--- config.mk ---
export PLATFORM = sky130hd
export DESIGN_NAME = spd_engine
export DESIGN_NICKNAME = d
export VERILOG_FILES = /design/src/spd_engine.v
export VERILOG_INCLUDE_DIRS = /design/src
export SDC_FILE = /design/constraint.sdc
export NUM_CORES = 1
export LEC_CHECK = 0
export ABC_AREA = 0
export BUFFER_PORTS_ARGS = -buffer_cell sky130_fd_sc_hd__buf_2
export CORE_ASPECT_RATIO = 1.25
export CORE_UTILIZATION = 46
export DETAILED_ROUTE_END_ITERATION = 12
export PLACE_DENSITY = 0.68
export RECOVER_POWER = 50
export SLEW_MARGIN = 0
export SYNTH_ARGS = -nofsm -noshare
export SYNTH_HDL_FRONTEND = slang
export SYNTH_SLANG_ARGS = --single-unit
--- constraint.sdc ---
create_clock -name core_clk -period 4 [get_ports core_clk]
set_clock_uncertainty 0.2 [all_clocks]
set_input_delay 0.4 -clock core_clk [delete_from_list [all_inputs] [get_ports core_clk]]
set_output_delay 0.4 -clock core_clk [all_outputs]
set_load 0.005 [all_outputs]
--- src/spd_engine_regs.vh ---
// constants for the single-pin debug instruction engine
`ifndef SPD_ENGINE_REGS_VH
`define SPD_ENGINE_REGS_VH

// ------------------------------------------------------------
// instruction byte layout
// ------------------------------------------------------------
`define SPD_OP_HI 7
`define SPD_OP_LO 5
`define SPD_MODE_HI 3
`define SPD_MODE_LO 2
`define SPD_SIZE_HI 1
`define SPD_SIZE_LO 0
`define SPD_CSADR_HI 3
`define SPD_CSADR_LO 0
`define SPD_SIB_BIT 2

// ------------------------------------------------------------
// opcodes
// ------------------------------------------------------------
`define SPD_OP_DIRECT_LOAD 3'h0
`define SPD_OP_INDIRECT_LOAD 3'h1
`define SPD_OP_DIRECT_STORE 3'h2
`define SPD_OP_INDIRECT_STORE 3'h3
`define SPD_OP_CS_LOAD 3'h4
`define SPD_OP_REPEAT 3'h5
`define SPD_OP_CS_STORE 3'h6
`define SPD_OP_KEY 3'h7

// ------------------------------------------------------------
// pointer modes, sizes
// ------------------------------------------------------------
`define SPD_PTR_AT 2'h0
`define SPD_PTR_POSTINC 2'h1
`define SPD_PTR_LOAD 2'h2
`define SPD_SIZE_BYTE 2'h0
`define SPD_SIZE_WORD 2'h1
`define SPD_KEY_BYTES_64 4'h7
`define SPD_SIB_BYTES_64 4'h7
`define SPD_SIB_BYTES_128 4'hf

// ------------------------------------------------------------
// characters
// ------------------------------------------------------------
`define SPD_SYNC_CHAR 8'h55
`define SPD_ACK_CHAR 8'h40

// ------------------------------------------------------------
// control/status space
// ------------------------------------------------------------
`define SPD_CS_STATUS 4'h0
`define SPD_CS_GUARD 4'h2
`define SPD_CS_DELAY 4'h3
`define SPD_GUARD_HI 2
`define SPD_GUARD_LO 0
`define SPD_INTERBYTE_DELAY_ENABLE_BIT 7
`define SPD_CS_RESET 8'h00
`define SPD_GUARD_RESET 8'h00
`define SPD_GUARD_NONE 3'h7

// ------------------------------------------------------------
// timing, in bit times
// ------------------------------------------------------------
`define SPD_IB_EXTRA_BITS 8'h02

`endif

--- src/spd_engine.v ---
// instruction engine of the single-pin debug port
//
// What this block does
// indirect store writes data at pointer address
// pointer mode two loads pointer, then acknowledge
// mode zero writes pointer; one post-increments
// acknowledge after each successful indirect store
// debugger sends next frame after acknowledge
// cs load: opcode address, one byte
// cs load byte sent after guard time
// cs store: opcode address, one byte
// no response after cs store
// repeat count from one byte only
// repeated instruction runs count plus one
// only first repetition has sync and instruction
// only break aborts an ongoing repeat
// debugger uses post-increment with repeat
// debugger resends direct address each iteration
// key entry accepts only 64-bit keys
// info-block select bit sends system information
// key size sets frame count
// nothing sent back after key bytes
// info block starts after guard time
// interbyte delay adds two extra stop bits
// first byte gets guard time only
// guard idle bits on every turnaround
// debugger sends sync before each instruction
// break clears repeat count, awaits sync
`include "spd_engine_regs.vh"

module spd_engine (
    input wire core_clk,
    input wire rst,
    input wire rx_valid,
    input wire [7:0] rx_data,
    input wire rx_break,
    input wire bit_tick,
    input wire tx_ready,
    output reg tx_valid,
    output reg [7:0] tx_data,
    output reg bus_req,
    output reg [15:0] bus_addr,
    output reg [15:0] bus_wdata,
    output reg bus_word,
    input wire bus_ack,
    output reg [7:0] key_byte,
    output reg key_valid,
    output reg key_done,
    input wire [127:0] sib_data,
    input wire [3:0] reg_addr,
    input wire [7:0] reg_wdata,
    input wire reg_wr,
    input wire reg_rd,
    output reg [7:0] reg_rdata
);

    // ------------------------------------------------------------
    // states
    // ------------------------------------------------------------
    localparam [8:0] S_SYNC = 9'h001;
    localparam [8:0] S_INSTR = 9'h002;
    localparam [8:0] S_DEC = 9'h004;
    localparam [8:0] S_OPND = 9'h008;
    localparam [8:0] S_BUS = 9'h010;
    localparam [8:0] S_GUARD = 9'h020;
    localparam [8:0] S_SEND = 9'h040;
    localparam [8:0] S_GAP = 9'h080;
    localparam [8:0] S_KEY = 9'h100;

    localparam [1:0] TX_ACK = 2'h0;
    localparam [1:0] TX_CS = 2'h1;
    localparam [1:0] TX_SIB = 2'h2;

    reg [8:0] state;
    reg [7:0] instr;
    reg [7:0] rpt_cnt;
    reg rpt_arm;
    reg rpt_run;
    reg [15:0] ptr;
    reg [7:0] opnd_lo;
    reg [3:0] byte_cnt;
    reg [3:0] need;
    reg [7:0] tick_cnt;
    reg [1:0] tx_kind;
    reg [3:0] tx_idx;
    reg [3:0] tx_left;
    reg cs_dbg_wr;
    reg [7:0] cs_dbg_data;
    reg [7:0] cs_mem [0:15];

    wire [2:0] op = instr[`SPD_OP_HI:`SPD_OP_LO];
    wire [1:0] mode = instr[`SPD_MODE_HI:`SPD_MODE_LO];
    wire [1:0] size = instr[`SPD_SIZE_HI:`SPD_SIZE_LO];
    wire [3:0] cs_adr = instr[`SPD_CSADR_HI:`SPD_CSADR_LO];
    wire [2:0] guard_time_setting = cs_mem[`SPD_CS_GUARD][`SPD_GUARD_HI:`SPD_GUARD_LO];
    wire interbyte_delay_enable = cs_mem[`SPD_CS_DELAY][`SPD_INTERBYTE_DELAY_ENABLE_BIT];
    wire [15:0] opnd_full = (need != 4'h0) ? {rx_data, opnd_lo} : {8'h00, rx_data};

    // ------------------------------------------------------------
    // control/status space
    // ------------------------------------------------------------
    wire [7:0] status_view = {rpt_run, rpt_arm, bus_req, tx_valid, 4'h0};
    wire [7:0] cs_view [0:15];

    genvar gi;
    generate
        for (gi = 0; gi < 16; gi = gi + 1) begin : g_cs
            wire dbg_hit = cs_dbg_wr && (cs_adr == gi[3:0]);
            wire sw_hit = reg_wr && (reg_addr == gi[3:0]);
            always @(posedge core_clk) begin
                if (rst) begin
                    cs_mem[gi] <= (gi == `SPD_CS_GUARD) ? `SPD_GUARD_RESET : `SPD_CS_RESET;
                end else if (dbg_hit) begin
                    cs_mem[gi] <= cs_dbg_data;
                end else if (sw_hit) begin
                    cs_mem[gi] <= reg_wdata;
                end
            end
            assign cs_view[gi] = (gi == `SPD_CS_STATUS) ? status_view : cs_mem[gi];
        end
    endgenerate

    always @(posedge core_clk) begin
        if (rst) begin
            reg_rdata <= 8'h00;
        end else if (reg_rd) begin
            reg_rdata <= cs_view[reg_addr];
        end
    end

    // ------------------------------------------------------------
    // guard time in idle bits
    // ------------------------------------------------------------
    reg [7:0] guard_bits;
    always @* begin
        if (guard_time_setting == `SPD_GUARD_NONE) begin
            guard_bits = 8'h00;
        end else begin
            guard_bits = 8'h80 >> guard_time_setting;
        end
    end

    // next outgoing byte
    reg [7:0] next_tx_byte;
    always @* begin
        case (tx_kind)
            TX_CS: next_tx_byte = cs_view[cs_adr];
            TX_SIB: next_tx_byte = sib_data[{tx_idx, 3'h0} +: 8];
            default: next_tx_byte = `SPD_ACK_CHAR;
        endcase
    end

    // ------------------------------------------------------------
    // sequencer
    // ------------------------------------------------------------
    always @(posedge core_clk) begin
        if (rst || rx_break) begin
            state <= S_SYNC;
            instr <= 8'h00;
            rpt_cnt <= 8'h00;
            rpt_arm <= 1'b0;
            rpt_run <= 1'b0;
            opnd_lo <= 8'h00;
            byte_cnt <= 4'h0;
            need <= 4'h0;
            tick_cnt <= 8'h00;
            tx_kind <= TX_ACK;
            tx_idx <= 4'h0;
            tx_left <= 4'h0;
            tx_valid <= 1'b0;
            tx_data <= 8'h00;
            bus_req <= 1'b0;
            cs_dbg_wr <= 1'b0;
            cs_dbg_data <= 8'h00;
            key_valid <= 1'b0;
            key_done <= 1'b0;
            if (rst) begin
                ptr <= 16'h0000;
                bus_addr <= 16'h0000;
                bus_wdata <= 16'h0000;
                bus_word <= 1'b0;
                key_byte <= 8'h00;
            end
        end else begin
            cs_dbg_wr <= 1'b0;
            key_valid <= 1'b0;
            key_done <= 1'b0;
            case (state)
                S_SYNC: begin
                    if (rx_valid && rx_data == `SPD_SYNC_CHAR) begin
                        state <= S_INSTR;
                    end
                end
                S_INSTR: begin
                    if (rx_valid) begin
                        instr <= rx_data;
                        rpt_run <= rpt_arm;
                        rpt_arm <= 1'b0;
                        state <= S_DEC;
                    end
                end
                S_DEC: begin
                    byte_cnt <= 4'h0;
                    tick_cnt <= 8'h00;
                    tx_idx <= 4'h0;
                    state <= S_SYNC;
                    case (op)
                        `SPD_OP_INDIRECT_STORE: begin
                            if (mode != 2'h3 && size[1] == 1'b0) begin
                                need <= {3'h0, size[0]};
                                state <= S_OPND;
                            end else begin
                                rpt_run <= 1'b0;
                            end
                        end
                        `SPD_OP_CS_STORE: begin
                            need <= 4'h0;
                            state <= S_OPND;
                        end
                        `SPD_OP_CS_LOAD: begin
                            tx_kind <= TX_CS;
                            tx_left <= 4'h0;
                            state <= S_GUARD;
                        end
                        `SPD_OP_REPEAT: begin
                            if (size == `SPD_SIZE_BYTE) begin
                                need <= 4'h0;
                                state <= S_OPND;
                            end
                            rpt_run <= 1'b0;
                        end
                        `SPD_OP_KEY: begin
                            if (instr[`SPD_SIB_BIT] && size[1] == 1'b0) begin
                                tx_kind <= TX_SIB;
                                tx_left <= size[0] ? `SPD_SIB_BYTES_128 : `SPD_SIB_BYTES_64;
                                state <= S_GUARD;
                            end else if (!instr[`SPD_SIB_BIT] && size == `SPD_SIZE_BYTE) begin
                                need <= `SPD_KEY_BYTES_64;
                                state <= S_KEY;
                            end else begin
                                rpt_run <= 1'b0;
                            end
                        end
                        default: begin
                            rpt_run <= 1'b0;
                        end
                    endcase
                end
                S_OPND: begin
                    if (rx_valid) begin
                        opnd_lo <= rx_data;
                        byte_cnt <= byte_cnt + 4'h1;
                        if (byte_cnt == need) begin
                            case (op)
                                `SPD_OP_INDIRECT_STORE: begin
                                    if (mode == `SPD_PTR_LOAD) begin
                                        ptr <= opnd_full;
                                        tx_kind <= TX_ACK;
                                        tx_left <= 4'h0;
                                        state <= S_GUARD;
                                    end else begin
                                        bus_addr <= ptr;
                                        bus_wdata <= opnd_full;
                                        bus_word <= need[0];
                                        bus_req <= 1'b1;
                                        state <= S_BUS;
                                    end
                                end
                                `SPD_OP_CS_STORE: begin
                                    cs_dbg_wr <= 1'b1;
                                    cs_dbg_data <= rx_data;
                                    if (rpt_run && rpt_cnt != 8'h00) begin
                                        rpt_cnt <= rpt_cnt - 8'h01;
                                        state <= S_DEC;
                                    end else begin
                                        rpt_run <= 1'b0;
                                        state <= S_SYNC;
                                    end
                                end
                                default: begin
                                    rpt_cnt <= rx_data;
                                    rpt_arm <= 1'b1;
                                    state <= S_SYNC;
                                end
                            endcase
                        end
                    end
                end
                S_BUS: begin
                    if (bus_ack) begin
                        bus_req <= 1'b0;
                        if (mode == `SPD_PTR_POSTINC) begin
                            ptr <= ptr + {15'h0000, bus_word} + 16'h0001;
                        end
                        tx_kind <= TX_ACK;
                        tx_left <= 4'h0;
                        tick_cnt <= 8'h00;
                        state <= S_GUARD;
                    end
                end
                S_GUARD: begin
                    if (tick_cnt >= guard_bits) begin
                        tx_valid <= 1'b1;
                        tx_data <= next_tx_byte;
                        state <= S_SEND;
                    end else if (bit_tick) begin
                        tick_cnt <= tick_cnt + 8'h01;
                    end
                end
                S_SEND: begin
                    if (tx_ready) begin
                        tx_valid <= 1'b0;
                        tick_cnt <= 8'h00;
                        if (tx_left == 4'h0) begin
                            byte_cnt <= 4'h0;
                            if (rpt_run && rpt_cnt != 8'h00) begin
                                rpt_cnt <= rpt_cnt - 8'h01;
                                state <= S_DEC;
                            end else begin
                                rpt_run <= 1'b0;
                                state <= S_SYNC;
                            end
                        end else begin
                            tx_idx <= tx_idx + 4'h1;
                            tx_left <= tx_left - 4'h1;
                            state <= S_GAP;
                        end
                    end
                end
                S_GAP: begin
                    if (tx_ready) begin
                        if (!interbyte_delay_enable || tick_cnt == `SPD_IB_EXTRA_BITS) begin
                            tx_valid <= 1'b1;
                            tx_data <= next_tx_byte;
                            state <= S_SEND;
                        end else if (bit_tick) begin
                            tick_cnt <= tick_cnt + 8'h01;
                        end
                    end
                end
                S_KEY: begin
                    if (rx_valid) begin
                        key_byte <= rx_data;
                        key_valid <= 1'b1;
                        byte_cnt <= byte_cnt + 4'h1;
                        if (byte_cnt == need) begin
                            key_done <= 1'b1;
                            if (rpt_run && rpt_cnt != 8'h00) begin
                                rpt_cnt <= rpt_cnt - 8'h01;
                                state <= S_DEC;
                            end else begin
                                rpt_run <= 1'b0;
                                state <= S_SYNC;
                            end
                        end
                    end
                end
                default: begin
                    state <= S_SYNC;
                end
            endcase
        end
    end

endmodule

; ---- After elaboration in Yosys (flattened, before gate mapping)
; Memories as Yosys holds them, arrays and structs flattened.
; Index checks and enable logic that the tools add are counted.
[op_classes]
eq_ne = 93
n_mux = 292
n_bitwise = 39
n_lt_le_gt_ge = 3
reduce_logical = 90
n_shift = 2
n_addsub = 7
[op_table]
columns = op, count
row1 = 8-bit 2-to-1 mux, 57
row2 = 16-bit 2-to-1 mux, 21
row3 = 1-bit 2-to-1 mux, 149
row4 = 128-bit by 8-bit indexed part select with 8-bit output, 1
row5 = 9-bit 2-to-1 mux, 14
row6 = 9-bit case mux with 9 select lines, 1
row7 = 4-bit 2-to-1 mux, 20
row8 = 8-bit binary-select mux with 4-bit select, 2
row9 = 4-bit == test (second input constant), 16
row10 = 2-bit != test (second input constant), 28
row11 = 8-bit case mux with 2 select lines, 3
row12 = 9-bit case mux with 5 select lines, 1
row13 = 8-bit case mux with 5 select lines, 1
row14 = 1-bit logical AND, 37
row15 = 4-bit by 3-bit == test with 1-bit output (second input constant), 8
row16 = 1-bit OR, 32
row17 = 16-bit case mux with 2 select lines, 1
row18 = 4-bit case mux with 4 select lines, 2
row19 = 3-bit != test (second input constant), 9
row20 = 8-bit case mux with 3 select lines, 1
row21 = 6-bit AND reduction, 4
row22 = 8-bit AND reduction, 3
row23 = 9-bit case mux with 2 select lines, 1
row24 = 2-bit nonzero test, 9
row25 = 59 further kinds, 105
[word_totals]
mem_bits_rw = 128
regBits = 147
word_cells = 552
n_memories = 1
out_inout_bits = 61
[memory_table]
columns = memory, depth, word_bits, read_ports, rd_ports_with_merged_regs, wr, line_no
row1 = cs_mem, 16, 8, 15, 0, 16, spd_engine.v:89  ; reg [7:0] cs_mem [0:15];

; ---- Longest topological paths before layout
; Gate-level depths: netlist (run 1).
[depth]
word_depth = 8
ltp_mapped = 11

; ---- Least setup slack after synthesis (run 1)
; OpenSTA, ideal clock, no wires.
[synth_timing]
path_kind = reg-to-reg
from = reg state[3]
to = reg bus_addr[0], enable pin
required_time_ps = 3411
setup_slack_ps = 1057
period_less_slack_ps = 2943
setup_time_ps = 389
path_stages_with_launch = 7
arrival_ps = 2354
n_path_buf = 2
cell_sequence = dfxtp_1 > clkbuf_1 > nor3b_1 > nand4_1 > nor2_1 > clkbuf_1 > a21o_1
[synth_via]
elab_chain_cells = 3
[synth_rtl]
columns = item, line_no
row1 = start: declaration, spd_engine.v:74  ; reg [8:0] state;
row2 = start signal: assignment, spd_engine.v:158  ; state <= S_SYNC;
row3 = start signal: assignment, spd_engine.v:191  ; state <= S_INSTR;
row4 = start signal: assignment, spd_engine.v:199  ; state <= S_DEC;
row5 = 9-bit by 4-bit == test with 1-bit output, spd_engine.v:188  ; case (state)
row6 = 2-bit nonzero test (no source line), -
row7 = 6-bit AND reduction (no source line), -
row8 = end signal: assignment, spd_engine.v:262  ; bus_addr <= ptr;
row9 = end: declaration, spd_engine.v:42  ; output reg [15:0] bus_addr,
; No other way between the ends.
; A chain may end at the register's enable or synchronous reset.

; ---- Final worst setup path (run 1)
[layout_timing]
from = in rst
to = reg ptr[11], data pin
[layout_via]
elab_chain_cells = 2
[layout_rtl]
columns = item, line_no
row1 = start: declaration, spd_engine.v:33  ; input wire rst,
row2 = 1-bit logical OR, spd_engine.v:157  ; if (rst || rx_break) begin
row3 = 16-bit 2-to-1 mux, spd_engine.v:157
row4 = end signal: assignment, spd_engine.v:257  ; ptr <= opnd_full;
row5 = end signal: assignment, spd_engine.v:293  ; ptr <= ptr + {15'h0000, bus_word} + 16'h0001;
row6 = end: declaration, spd_engine.v:79  ; reg [15:0] ptr;
; No other way between the ends.

==> impl_metrics.env, run 1 <==
export IMPL_cp_cell_sequence="clkbuf_1 -> or2_2 -> clkbuf_1 -> nor2_1"
export IMPL_cp_top_family="buffers and inverters"
export IMPL_ys_seq_area_frac=0.452
export IMPL_vias=13113
export IMPL_timing_hold_ws_ns=0.0325
export IMPL_track_usage=0.272
export IMPL_dpl_hpwl_um=35500
export IMPL_critPathLaunchType="input port"
export IMPL_drc=0
export IMPL_avgSynthCellArea_um2=10.9
export IMPL_design_area_mm2=0.0180
export IMPL_numCtsBuffers=28
export IMPL_ios=218
export IMPL_insertion_delay_ns=0.55
export IMPL_vias_per_cell=6.37
export IMPL_ys_ff_latch=264
export IMPL_antenna_found_initial=0
export IMPL_grt_overflow=0
export IMPL_endpoint_kind="register"
export IMPL_post_cts_buffers=0
export IMPL_cts_tree="yes"
export IMPL_insertedDiodeCount=0
export IMPL_dp_cells=2004
export IMPL_setup_violations=0
export IMPL_crit_buf_inv=2
export IMPL_synthArstFlopShare=0
export IMPL_drt_pass1_iterations=9
export IMPL_cpMostUsedCell="clkbuf_1"
export IMPL_place_area_mm2=0.0172
export IMPL_cts_root_buf="clkbuf_16"
export IMPL_intPower_w=0.00477
export IMPL_ant_nets=0
export IMPL_wl_per_cell_um=23.3
export IMPL_power_per_cell_area_mw_per_mm2=344
export IMPL_clock_sinks=264
export IMPL_htree_levels=1
export IMPL_hold_viol_final=0
export IMPL_wirelength_um=47900
export IMPL_rsz0062_at_grt="false"
export IMPL_netlist_area_mm2=0.0156
export IMPL_slew_headroom=-0.634
export IMPL_clockBufferDepth=3
export IMPL_row_count=75
export IMPL_crit_path_max_fanout=54
export IMPL_layout_commonest_cell="buf_2"
export IMPL_grt_pass1_wl_um=73400
export IMPL_synth_top_cell_area_share=0.340
export IMPL_layout_common_cells="buf_2 (184), edfxtp_1 (177), a22o_1 (117), nor2_1 (100), nand2_1 (91)"
export IMPL_fmax_mhz=284
export IMPL_nets=1789
export IMPL_violations="max-capacitance violations, max-slew violations"
export IMPL_synth_top_flop_cell="edfxtp_1"
export IMPL_crit_type="in2reg"
export IMPL_die_y_um=208
export IMPL_die_area_mm2=0.0347
export IMPL_place_congestion=0.958
export IMPL_switching_share=0.232
export IMPL_die_x_um=167
export IMPL_drive_above_1_share=0.236
export IMPL_layoutNonFillerInstCount=2058
export IMPL_critPathRequiredTime_ns=4.05
export IMPL_setup_tns_ns=0
export IMPL_ir_drop_uv=329
export IMPL_clk_pin_slew_ns=0.06
export IMPL_ys_top_cells_by_area="edfxtp_1 (34%), mux4_2 (11%), dfxtp_1 (11%), a22o_1 (6.6%), mux2i_1 (2.9%)"
export IMPL_cp_data_arrival_time_ns=3.57
export IMPL_core_mm2=0.0335
export IMPL_ys_warn_count=0
export IMPL_fin_crit_ns=3.52
export IMPL_total_leakage_power_nw=6.42
export IMPL_maxCapViolations=1
export IMPL_synth_cell_types=72
export IMPL_hold_path_class="in2reg"
export IMPL_critical_path_max_stage_delay_ns=1.70
export IMPL_netlist_instances=1429
export IMPL_grt_max_degree=55
export IMPL_synth_edf_count=177
export IMPL_p_seq_frac=0.498
export IMPL_area_delta_synth_final_pct=15.4
export IMPL_port_buffer_count=217
export IMPL_clock_power_share=0.420
export IMPL_drt_iter0_drc=1323
export IMPL_grt_pass1_vias=12758
export IMPL_start_util=0.466
export IMPL_power_frac_comb=0.083
export IMPL_slew_violations=55
export IMPL_synth_top_area_cell="edfxtp_1"
export IMPL_p_switching_w=0.00144
export IMPL_crit_path_top_delay_cell="clkbuf_1"
export IMPL_utilization=0.538
export IMPL_synth_nets=1605
export IMPL_min_period_over_period=0.880
export IMPL_status="complete, but fails checks"
export IMPL_tightestPinTransition_ns=2.45
-- repair_timing --
| action | CTS | global route |
|---|---|---|
| hold buffers | 2 | 0 |
| hold endpoints to repair | 2 | 0 |
| resized for setup | 0 | 0 |
-- metrics by stage --
stage	power [W]	worst slack [ns]
2_1_floorplan	0.00340	1.06
3_3_place_gp	0.00364	1.02
3_5_place_dp	0.00365	0.847
4_1_cts	0.00623	0.822
5_1_grt	0.00637	0.296
6_report	0.00620	0.479
-- cells in the mapped netlist, drive strengths merged (18+ instances only) --
| cell type | n |
|---|---|
| edfxtp | 177 |
| a22o | 117 |
| nor2 | 101 |
| nand2 | 91 |
| dfxtp | 87 |
| a21oi | 83 |
| clkbuf | 83 |
| mux4 | 78 |
| nor3 | 50 |
| nand3 | 49 |
| mux2i | 45 |
| buf | 34 |
| and2 | 33 |
| o21ai | 33 |
| or3 | 30 |
| and3 | 24 |
| mux2 | 20 |
| ha | 19 |
| a211oi | 18 |
-- layout make-up --
type	count	area (um2)
flip-flops and latches	264	7060
repair buffers	271	1410
fillers	2945	15500
clock inverters	21	189
multi-input cells	1030	8040
clock buffers	31	733
well taps	423	529
inverters	18	67.6
-- routing by layer --
layer	up-vias	share of wire	track usage
met2	648	0.51	0.469
li1	5966	-	-
met3	134	0.076	0.0426
met4	0	0.038	0.107
met5	-	0	0
met1	6365	0.38	0.342
-- path summary, 6_finish.rpt --
check             start             to  slack, ns  depth (start not counted)
max                 rst        ptr[11]       0.48                          4
min          rx_data[6]     opnd_lo[6]       0.03                          3
max reg2reg    instr[0]  cs_mem[1][22]       0.61                          4
min reg2reg  opnd_lo[6]     opnd_lo[6]       0.26                          2
-- power by group through the flow --
stage	sequential (W)	clock, W	combinational, W
after global placement	0.00314	0	0.000501
after CTS	0.00309	0.00263	0.000513
after detailed placement	0.00314	0	0.000509
final	0.00309	0.00260	0.000513
after floorplan	0.00312	0	0.000287
after global routing	0.00310	0.00273	0.000546
-- cells by family (layout without fill, tap and decap cells) --
logic type / Yosys count / count (layout) / share of synthesized area
compound gates: 373 / 373 / 0.175
flops: 264 / 264 / 0.452
mux: 143 / 143 / 0.156
simple gates: 474 / 474 / 0.157
fa+ha+maj: 19 / 19 / 0.0152
buf+inv: 135 / 341 / 0.0343
xor+xnor: 21 / 21 / 0.0118
-- state kept, by name, indices dropped and copies added (netlist names), 9 cells and up --
signal / cells
cs_mem: 120
bus_addr: 16
bus_wdata: 16
ptr: 16
state: 9
-- worst min-delay path, cell delays in order --
cell and delay [ns]:
buf_2 0.17, nand3_1 0.09, a21oi_1 0.05
Power figures use the tool's default switching activity.
==> inputs of run 2 (changes only) <==
- clock period: 4 -> 3.9 ns (I/O delays scaled with it)
==> impl_metrics.env, run 2 (synthesized netlist as in run 1, its figures left out) <==
export IMPL_status="complete, but fails checks"
export IMPL_violations="max-capacitance violations, max-slew violations"
export IMPL_whs_path_depth=3
export IMPL_vias=13161
export IMPL_largest_reg_flops=120
export IMPL_cpMostUsedCell="clkbuf_1"
export IMPL_critPathLaunchType="input port"
export IMPL_timing_hold_ws_ns=0.00868
export IMPL_rsz0062_at_grt="false"
export IMPL_intPower_w=0.00493
export IMPL_hold_path_class="in2reg"
export IMPL_rr_worst_depth=7
export IMPL_slew_headroom=-0.104
export IMPL_die_x_um=167
export IMPL_hold_viol_final=0
export IMPL_cp_cell_sequence="clkbuf_1 -> nor2_1 -> clkbuf_1 -> and3_1 -> nand2_1 -> o31ai_1"
export IMPL_clk_pin_slew_ns=0.06
export IMPL_htree_levels=1
export IMPL_clock_sinks=264
export IMPL_fmax_mhz=312
export IMPL_setup_violations=0
export IMPL_fin_crit_ns=3.21
export IMPL_cts_tree="yes"
export IMPL_power_per_cell_area_mw_per_mm2=358
export IMPL_switching_share=0.238
export IMPL_rrSetupSlack_ns=0.70
export IMPL_core_mm2=0.0335
export IMPL_numCtsBuffers=29
export IMPL_use_met1=0.346
export IMPL_maxCapViolations=1
export IMPL_hold_start="rx_data[7]"
export IMPL_grt_pass1_wl_um=73200
export IMPL_start_util=0.466
export IMPL_cts_hold_buf=7
export IMPL_regMostFlops="cs_mem"
export IMPL_row_count=75
export IMPL_track_usage=0.273
export IMPL_dp_cells=1998
export IMPL_grt_overflow=0
export IMPL_die_y_um=208
export IMPL_crit_type="in2reg"
export IMPL_dpl_hpwl_um=35200
export IMPL_grt_busiest_layer="met2"
export IMPL_insertion_delay_ns=0.55
export IMPL_power_frac_comb=0.083
export IMPL_vias_per_cell=6.40
export IMPL_cp_data_arrival_time_ns=3.38
export IMPL_area_delta_synth_final_pct=15.7
export IMPL_r2r_end="tx_data[6]"
export IMPL_total_leakage_power_nw=6.44
export IMPL_drt_iter0_drc=1202
export IMPL_clockBufferDepth=3
export IMPL_drive_above_1_share=0.237
export IMPL_antenna_found_initial=0
export IMPL_place_congestion=0.942
export IMPL_cts_resized=0
export IMPL_layoutNonFillerInstCount=2058
export IMPL_crit_path_max_fanout=27
export IMPL_ios=218
export IMPL_layout_commonest_cell="buf_2"
export IMPL_p_seq_frac=0.489
export IMPL_drt_pass1_iterations=5
export IMPL_setup_tns_ns=0
export IMPL_post_cts_buffers=0
export IMPL_p_switching_w=0.00154
export IMPL_critPathRequiredTime_ns=4.08
export IMPL_tightestPinTransition_ns=1.65
export IMPL_grt_max_degree=38
export IMPL_wl_per_cell_um=23.4
export IMPL_whs_endpoint="opnd_lo[7]"
export IMPL_slew_violations=28
export IMPL_grt_use_met2=0.463
export IMPL_wirelength_um=48100
export IMPL_cts_root_buf="clkbuf_16"
export IMPL_grt_util_met3=0.0382
export IMPL_insertedDiodeCount=0
export IMPL_port_buffer_count=217
export IMPL_layout_common_cells="buf_2 (190), edfxtp_1 (177), a22o_1 (117), nor2_1 (101), nand2_1 (91)"
export IMPL_utilization=0.539
export IMPL_drc=0
export IMPL_critical_path_max_stage_delay_ns=1.45
export IMPL_die_area_mm2=0.0347
export IMPL_clock_power_share=0.428
export IMPL_finalPower_w=0.00647
export IMPL_crit_path_top_delay_cell="nor2_1"
export IMPL_grt_pass1_vias=12683
export IMPL_r2r_start="instr[1]"
export IMPL_nets=1789
export IMPL_ant_nets=0
export IMPL_min_period_over_period=0.822
export IMPL_ir_drop_uv=333
export IMPL_endpoint_kind="register"
run 2: worst max path at each step:
| stage | from | end | depth (start not counted) |
|---|---|---|---|
| after CTS | cs_mem[0][17] | tx_data[0] | 7 |
| after global routing | rst | ptr[10] | 6 |
| after detailed placement | need[1] | rpt_cnt[5] | 6 |
| after global placement | state[7] | tick_cnt[3] | 6 |
| after floorplan | state[3] | bus_addr[0] | 6 |
| final | rst | ptr[10] | 6 |
run 2: area by class of cell:
cell class,instances,area (um2)
clock buffer,36,836
clock inverter,17,126
fill,2956,15400
inverter,18,67.6
multi-input combinational,1030,8030
sequential,264,7060
tap,423,529
timing repair buffer,270,1430
run 2: power by group through the flow:
stage                     clock, W  combinational (W)  sequential, W
after floorplan                  0           0.000294        0.00320
after global placement           0           0.000524        0.00322
after detailed placement         0           0.000532        0.00322
after CTS                  0.00280           0.000540        0.00317
after global routing       0.00289           0.000570        0.00318
final                      0.00277           0.000538        0.00317
run 2: per-layer routing:
| metal | routed length [um] | part of all wire |
|---|---|---|
| met5 | 0 | 0 |
| met4 | 2130 | 0.044 |
| met3 | 3360 | 0.070 |
| met2 | 23800 | 0.49 |
| met1 | 18800 | 0.39 |
run 2: stage by stage:
stage               instance area [um2]  setup slack (ns)
finish                            18100             0.693
floorplan                         15600             0.957
global route                      18100             0.428
CTS                               18200             0.783
global placement                  17100             0.860
detailed placement                17100             0.801
run 2: worst max-delay path, delay by kind of cell:
family / cells / cell delay, ns
AND/OR/NAND/NOR: 3 / 1.84
buffers and inverters: 2 / 1.05
AO/OA/AOI/OAI: 1 / 0.09
